### src/hdl/debug_entry_consts.vh
// Constants for the core debug entry control block.
// Assumes inclusion by bare name from the design files.
`ifndef DEBUG_ENTRY_CONSTS_VH
`define DEBUG_ENTRY_CONSTS_VH
`define DS_RESET 2'h0
`define DS_WAIT 2'h1
`define DS_RUN 2'h2
`define DS_HALT 2'h3
`define CAUSE_NONE 3'h0
`define CAUSE_EBREAK 3'h1
`define CAUSE_TRIGGER 3'h2
`define CAUSE_HALTREQ 3'h3
`define MCAUSE_BREAKPOINT 6'h03
`define MCAUSE_ILLEGAL 6'h02
`define HAVERESET_CYCLES 2'h2
`define EBREAKM_RESET 1'b0
`define WRITE_GUARD_TIED 1'b1
`define ACTION_DEBUG 4'h1
`define ZERO32 32'h00000000
`define MCAUSE_NONE 6'h00
`define WAIT_CNT_START 2'h0
`define WAIT_CNT_STEP 2'h1
`endif

### src/hdl/core_debug_entry_control.v
// Run-control debug entry logic: status to the debug module, PC redirect,
// ebreak handling, debug/trigger register access guard.
// Assumes the pipeline reports decode-stage events as one-cycle strobes.
`timescale 1ns/1ps
`include "debug_entry_consts.vh"
module core_debug_entry_control #(
   parameter NUM_TRIGGERS = 1
) (
   clk_sys,
   rst,
   fetch_enable,
   debug_req,
   halt_entry_address_in,
   debug_exception_address_in,
   trap_vector_base,
   decode_valid,
   decode_pc,
   decode_ebreak,
   decode_xret,
   decode_exception,
   decode_dbg_csr_access,
   decode_trig_csr_access,
   decode_trig_csr_write,
   trigger_match,
   trigger_action_field,
   ebreakm_write,
   ebreakm_wdata,
   debug_havereset,
   debug_running,
   debug_halted,
   pc_set,
   pc_target,
   kill_decode,
   illegal_csr,
   trigger_write_en,
   debug_mode,
   ebreakm,
   debug_return_pc,
   debug_cause,
   trap_return_pc,
   trap_cause,
   trap_cause_write
);
   input wire clk_sys;
   input wire rst;
   input wire fetch_enable;
   input wire debug_req;
   input wire [31:0] halt_entry_address_in;
   input wire [31:0] debug_exception_address_in;
   input wire [31:0] trap_vector_base;
   input wire decode_valid;
   input wire [31:0] decode_pc;
   input wire decode_ebreak;
   input wire decode_xret;
   input wire decode_exception;
   input wire decode_dbg_csr_access;
   input wire decode_trig_csr_access;
   input wire decode_trig_csr_write;
   input wire trigger_match;
   input wire [3:0] trigger_action_field;
   input wire ebreakm_write;
   input wire ebreakm_wdata;
   output reg debug_havereset;
   output reg debug_running;
   output reg debug_halted;
   output reg pc_set;
   output reg [31:0] pc_target;
   output reg kill_decode;
   output reg illegal_csr;
   output reg trigger_write_en;
   output wire debug_mode;
   output reg ebreakm;
   output reg [31:0] debug_return_pc;
   output reg [2:0] debug_cause;
   output reg [31:0] trap_return_pc;
   output reg [5:0] trap_cause;
   output reg trap_cause_write;

   ////////////////////////////////////////////////////////////////////////////
   // Debug state
   reg [1:0] state_reg;
   reg [1:0] state_next;
   reg [1:0] wait_cnt_reg;
   reg req_pending_reg;
   reg dmode_next;
   wire fetch_seen;
   wire trig_fire;
   wire ebreak_to_debug;
   wire entry;
   wire entry_from_run;
   wire [2:0] entry_cause;
   wire illegal_access_now;
   wire ebreak_in_debug;
   wire exc_in_debug;
   wire trap_outside;

   // Debug mode flag kept in a leaf flop; drives the output directly
   status_flop #(
      .RESET_VALUE(1'b0)
   ) u_dmode (
      .clk_sys(clk_sys),
      .rst(rst),
      .d(dmode_next),
      .q(debug_mode)
   );

   // Fetch permit latched so a brief pulse still starts the core
   status_flop #(
      .RESET_VALUE(1'b0)
   ) u_fetch_seen (
      .clk_sys(clk_sys),
      .rst(rst),
      .d(fetch_seen | fetch_enable),
      .q(fetch_seen)
   );

   // Debug entry sources
   assign trig_fire = trigger_match & (trigger_action_field == `ACTION_DEBUG);
   assign ebreak_to_debug = decode_valid & decode_ebreak & ~debug_mode & ebreakm;
   // Halt request honoured in the cycle it is first seen; the decoding
   // instruction is killed rather than retired
   assign entry_from_run = (state_reg == `DS_RUN) & ~debug_mode &
      (debug_req | req_pending_reg | trig_fire | ebreak_to_debug);
   assign entry = entry_from_run |
      ((state_reg == `DS_WAIT) & (wait_cnt_reg == `HAVERESET_CYCLES) &
       (debug_req | req_pending_reg));
   // Cause codes follow priority: ebreak, then trigger, then halt request
   assign entry_cause = ebreak_to_debug ? `CAUSE_EBREAK :
      (trig_fire ? `CAUSE_TRIGGER : `CAUSE_HALTREQ);

   ////////////////////////////////////////////////////////////////////////////
   // Register access guard and lower-priority redirects
   assign illegal_access_now = (decode_dbg_csr_access & ~debug_mode) |
      (decode_trig_csr_access & (NUM_TRIGGERS == 0));

   // Entry outranks all of these; they only act when no entry is taken
   assign ebreak_in_debug = debug_mode & decode_valid & decode_ebreak;
   assign exc_in_debug = debug_mode & decode_valid &
      (decode_xret | decode_exception | illegal_access_now);
   // With the select clear an ebreak traps; so does a refused register access
   assign trap_outside = ~debug_mode & decode_valid &
      (decode_ebreak | illegal_access_now);

   ////////////////////////////////////////////////////////////////////////////
   // State machine
   always @* begin
      state_next = state_reg;
      case (state_reg)
         `DS_RESET: begin
            // Wait for the fetch permit; requests meanwhile are remembered
            if (fetch_seen | fetch_enable) begin
               state_next = `DS_WAIT;
            end
         end
         `DS_WAIT: begin
            // A request remembered since release halts straight from here
            if (wait_cnt_reg == `HAVERESET_CYCLES) begin
               state_next = entry ? `DS_HALT : `DS_RUN;
            end
         end
         `DS_RUN: begin
            // Halt request, trigger match or ebreak with the select set
            if (entry) begin
               state_next = `DS_HALT;
            end
         end
         `DS_HALT: begin
            // No resume path here: leaving debug mode is handled outside
            state_next = `DS_HALT;
         end
         default: begin
            state_next = `DS_RESET;
         end
      endcase
   end

   // Debug mode is only entered here; resume lies outside this block
   always @* begin
      dmode_next = debug_mode;
      if (entry) begin
         dmode_next = 1'b1;
      end
   end

   always @(posedge clk_sys or posedge rst) begin
      if (rst) begin
         state_reg <= `DS_RESET;
         wait_cnt_reg <= `WAIT_CNT_START;
         req_pending_reg <= 1'b0;
      end else begin
         state_reg <= state_next;
         if (state_reg == `DS_WAIT) begin
            // Counter stops at its end value so WAIT is left exactly once
            if (wait_cnt_reg != `HAVERESET_CYCLES) begin
               wait_cnt_reg <= wait_cnt_reg + `WAIT_CNT_STEP;
            end
         end
         // A request seen before the core can honour it is remembered
         if (entry) begin
            req_pending_reg <= 1'b0;
         end else if (debug_req & ~debug_mode) begin
            req_pending_reg <= 1'b1;
         end
      end
   end

   ////////////////////////////////////////////////////////////////////////////
   // Status outputs, one-hot from the state
   always @(posedge clk_sys or posedge rst) begin
      if (rst) begin
         debug_havereset <= 1'b1;
         debug_running <= 1'b0;
         debug_halted <= 1'b0;
      end else begin
         // Registered from state_next so the three levels switch on one edge
         debug_havereset <= (state_next == `DS_RESET) | (state_next == `DS_WAIT);
         debug_running <= (state_next == `DS_RUN);
         debug_halted <= (state_next == `DS_HALT);
      end
   end

   ////////////////////////////////////////////////////////////////////////////
   // Redirects, debug and trap registers
   always @(posedge clk_sys or posedge rst) begin
      if (rst) begin
         pc_set <= 1'b0;
         pc_target <= `ZERO32;
         kill_decode <= 1'b0;
         ebreakm <= `EBREAKM_RESET;
         debug_return_pc <= `ZERO32;
         debug_cause <= `CAUSE_NONE;
         trap_return_pc <= `ZERO32;
         trap_cause <= `MCAUSE_NONE;
         trap_cause_write <= 1'b0;
      end else begin
         // Target holds between pulses; only pc_set marks a redirect
         pc_set <= 1'b0;
         kill_decode <= 1'b0;
         trap_cause_write <= 1'b0;
         if (entry) begin
            pc_set <= 1'b1;
            pc_target <= halt_entry_address_in;
            kill_decode <= decode_valid;
            debug_return_pc <= decode_pc;
            debug_cause <= entry_cause;
         end else if (ebreak_in_debug) begin
            // Restart the debug code; no debug or trap register moves
            pc_set <= 1'b1;
            pc_target <= halt_entry_address_in;
         end else if (exc_in_debug) begin
            // Stays in debug mode; status registers are left as they are
            pc_set <= 1'b1;
            pc_target <= debug_exception_address_in;
         end else if (trap_outside) begin
            // Trap value is not captured; handlers size the ebreak themselves
            pc_set <= 1'b1;
            pc_target <= trap_vector_base;
            trap_return_pc <= decode_pc;
            trap_cause <= decode_ebreak ? `MCAUSE_BREAKPOINT : `MCAUSE_ILLEGAL;
            trap_cause_write <= 1'b1;
         end
         // Select writable only from debug mode, so first entry needs another route
         if (debug_mode & ebreakm_write) begin
            ebreakm <= ebreakm_wdata;
         end
      end
   end

   ////////////////////////////////////////////////////////////////////////////
   // Guard pulses; a killed instruction raises no illegal access
   always @(posedge clk_sys or posedge rst) begin
      if (rst) begin
         illegal_csr <= 1'b0;
         trigger_write_en <= 1'b0;
      end else begin
         illegal_csr <= decode_valid & illegal_access_now & ~entry;
         // Write guard tied high: trigger data is written only from debug mode
         trigger_write_en <= decode_valid & decode_trig_csr_write & (NUM_TRIGGERS != 0) &
            (debug_mode | ~`WRITE_GUARD_TIED);
      end
   end
endmodule // core_debug_entry_control

### src/hdl/status_flop.v
// One-bit status flip-flop with asynchronous reset to a constant.
// Assumes a single clock domain.
`timescale 1ns/1ps
module status_flop #(
   parameter RESET_VALUE = 1'b0
) (
   clk_sys,
   rst,
   d,
   q
);
   input wire clk_sys;
   input wire rst;
   input wire d;
   output reg q;

   always @(posedge clk_sys or posedge rst) begin
      if (rst) begin
         q <= RESET_VALUE;
      end else begin
         q <= d;
      end
   end
endmodule // status_flop

### config.mk
export PLATFORM = sky130hd
export DESIGN_NAME = core_debug_entry_control
export DESIGN_NICKNAME = d
export VERILOG_FILES = /design/src/hdl/core_debug_entry_control.v /design/src/hdl/status_flop.v
export VERILOG_INCLUDE_DIRS = /design/src /design/src/hdl
export SDC_FILE = /design/constraint.sdc
export NUM_CORES = 1
export LEC_CHECK = 0
export ABC_AREA = 1
export BUFFER_PORTS_ARGS = -buffer_cell sky130_fd_sc_hd__buf_2
export CAP_MARGIN = 20
export CORE_MARGIN = 10
export CORE_UTILIZATION = 35
export CTS_CLUSTER_SIZE = 14
export DETAILED_ROUTE_END_ITERATION = 16
export MAX_ROUTING_LAYER = met4
export PLACE_DENSITY = 0.59
export REMOVE_ABC_BUFFERS = 1
export SKIP_LAST_GASP = 1
export SLEW_MARGIN = 20
export SYNTH_ARGS = -nofsm -noshare
export SYNTH_HDL_FRONTEND = slang
export SYNTH_SLANG_ARGS = --single-unit
### constraint.sdc
create_clock -name clk_sys -period 5.1 [get_ports clk_sys]
set_input_delay 1.02 -clock clk_sys [delete_from_list [all_inputs] [get_ports clk_sys]]
set_output_delay 1.02 -clock clk_sys [all_outputs]
set_load 0.005 [all_outputs]
==> results_dict.tcl <==
set metrics [dict create \
    synth_enable_flop_cells 0 \
    max-cap-violations 0 \
    cpMaxStageDelayCell "nor2_4" \
    synth.largest_area_cell "dfrtp_1" \
    synthTopCellsByCount "492 x nand2_1, 115 x dfrtp_1, 98 x nand3_1" \
    synth_top_area_share_pct 49.2 \
    holdBufCountCts 0 \
    netlist_area_mm2 0.00585 \
    rows 47 \
    path_max_fanout 37 \
    route.detailed.drc 0 \
    critPathArrivalTime_ns 3.54 \
    synth_cells 817 \
    cts_setup_buffers 0 \
    grt_usage_pct 18.2 \
    finalWeightedCongestion 0.850 \
    start_util_pct 35.5 \
    die-area_mm2 0.0223 \
    ys_seq_area_share_pct 49.7 \
    nets 1199 \
    wl_per_cell_um 15.7 \
    synth_cell_type_count 28 \
    tns_ns 0 \
    clock_latency_ns 0.41 \
    grt_max_degree 51 \
    htreeDepth 4 \
    hpwlAfterDp_mm 14.1 \
    status "complete, no violations" \
    cts_resized 0 \
    ys_async_sr_fraction_pct 100 \
    setup_viol_count_final 0 \
    post-route-min-period_ns 3.19 \
    initialDrtViolationCount 327 \
    power.leakage_nw 4.72 \
    max_stage_delay_ns 0.70 \
    slew_viol_final 0 \
    hold_path.class "flop to flop" \
    overflow 0 \
    synthTopCellsByArea "dfrtp_1 49%, nand2_1 32%, nand3_1 8.4%, buf_2 2.6%, buf_4 1.2%" \
    grt_pass1_wl_mm 31.5 \
    drive_gt1_share_pct 29.4 \
    clock_sinks 116 \
    cts_root_buffer "clkbuf_16" \
    dr.pass1.iters 4 \
    vias 5903 \
    synthFlopType "dfrtp_1" \
    endpoint_kind "flop" \
    grt_pass1_vias 5886 \
    power.density_mw_per_mm2 329 \
    cts.path.max_buffers 2 \
    postRouteAntennaNets 0 \
    worst_setup_path_start_kind "input pin" \
    cts_tree "done" \
    die_h_um 149 \
    fmax_ghz 0.313 \
    area_delta_synth_final_pct 33.1 \
    worst_slew_pin_slew_ns 0.883 \
    clock_skew_ns 0.00901 \
    max_slew_margin_pct 41.0 \
    crit_required_ns 5.45 \
    ys_warn_count 0 \
    synth.most_common_cell "nand2_1" \
    antenna_cells 0 \
    cts_buffers 17 \
    wirelength_mm 20.2 \
    peakVddDrop_uv 235 \
    antenna_found_initial 0 \
    clk_pin_slew_ns 0.06 \
    total_power_mw 2.56 \
    viasPerCell 4.59 \
    syn_area_per_cell_um2 7.16 \
    ys_ff_latch 116 \
    crit_type "input pin to flop" \
    fin_crit_sh_pct 62.6 \
    layout_setup_ws_ns 1.91 \
    core_mm2 0.0165 \
    place_ws_ns 1.44 \
    rsz0062_at_grt "no" \
    die_width_um 149 \
    largestRegisters "debug_return_pc: 32 flops, pc_target: 32 flops, trap_return_pc: 32 flops" \
    final_hold_viol_count 0 \
    path_cells "buf_2, nor2_1, nand3_1, nand2_2, buf_4, nand2_4, buf_4, nor2_4, nand2_1, nand2_1" \
    io_pins 261 \
    io_buffers 254 \
]
## cell usage in the layout (no fill, tap or decap), types with 3 or more instances in the layout
master / netlist / final
a21oi_1: 3 / 3
buf_2: 30 / 254
buf_4: 9 / 9
inv_1: 15 / 14
clkbuf_16: 0 / 17
conb_1: 1 / 5
inv_2: 3 / 3
clkinv_2: 0 / 4
nand3_1: 98 / 98
clkinvlp_4: 0 / 3
o21ai_0: 3 / 3
dfrtp_1: 115 / 115
nand2_2: 4 / 4
nand2_1: 492 / 492
nor2_1: 15 / 15
## metrics by stage
stage               utilization [%]  hold WS [ns]  cells  instance area (um2)
detailed placement             43.6         0.441   1252                 7180
finish                         47.3         0.446   1285                 7780
floorplan                         -         0.423    769                 5570
CTS                            47.2         0.453   1284                 7770
global placement               43.6         0.439   1252                 7180
global route                   47.3         0.474   1285                 7780
## cell families after synthesis
logic type	share of synthesized area (%)
simple gates	42.9
flops	49.7
buf+inv	6.33
compound gates	0.706
xor+xnor	0.150
fa+ha+maj	0.214
other cells	0.0641
## final timing paths
path | startpoint | to | slack (ns) | cells after the start
hold reg to reg | u_fetch_seen.q | u_fetch_seen.q | 0.45 | 1
setup / recovery | debug_req | trap_return_pc[7] | 1.91 | 10
setup reg to reg | u_dmode.q | trap_return_pc[7] | 2.13 | 10
max in group asynchronous | rst | debug_cause[0] | 3.50 | 3
hold / removal | u_fetch_seen.q | u_fetch_seen.q | 0.45 | 1
min in group asynchronous | rst | debug_return_pc[17] | 0.60 | 2
## final cells by class
class / instances / area [um2]
fillers: 1727 / 8680
inverters: 19 / 76.3
clock buffers: 20 / 457
repair buffers: 264 / 1350
clock inverters: 12 / 129
well taps: 220 / 275
multi-input cells: 634 / 2590
flip-flops and latches: 116 / 2900
## power by group
group	leakage, nW	switching, mW	internal, mW	total [mW]
clock	0.283	0.437	0.744	1.18
sequential	1.47	0.0325	0.989	1.02
combinational	2.97	0.204	0.152	0.356
total	4.72	0.674	1.89	2.56
## layer usage
layer  vias up  part of all wire [%]  global-route usage, %  routed length, um
li1       2981                     -                      -                  -
met1      2720                    42                   21.3               8550
met2       175                    51                   30.3              10200
met3        27                   4.9                   4.46                990
met4         0                   1.9                   5.69                378
met5         -                     0                      -                  0
## critical path, delay by kind of cell
kind          cells  cell delay, ns
buf+inv           3            0.86
simple gates      7            1.64
Note: power is estimated with default switching activity, not from simulation.
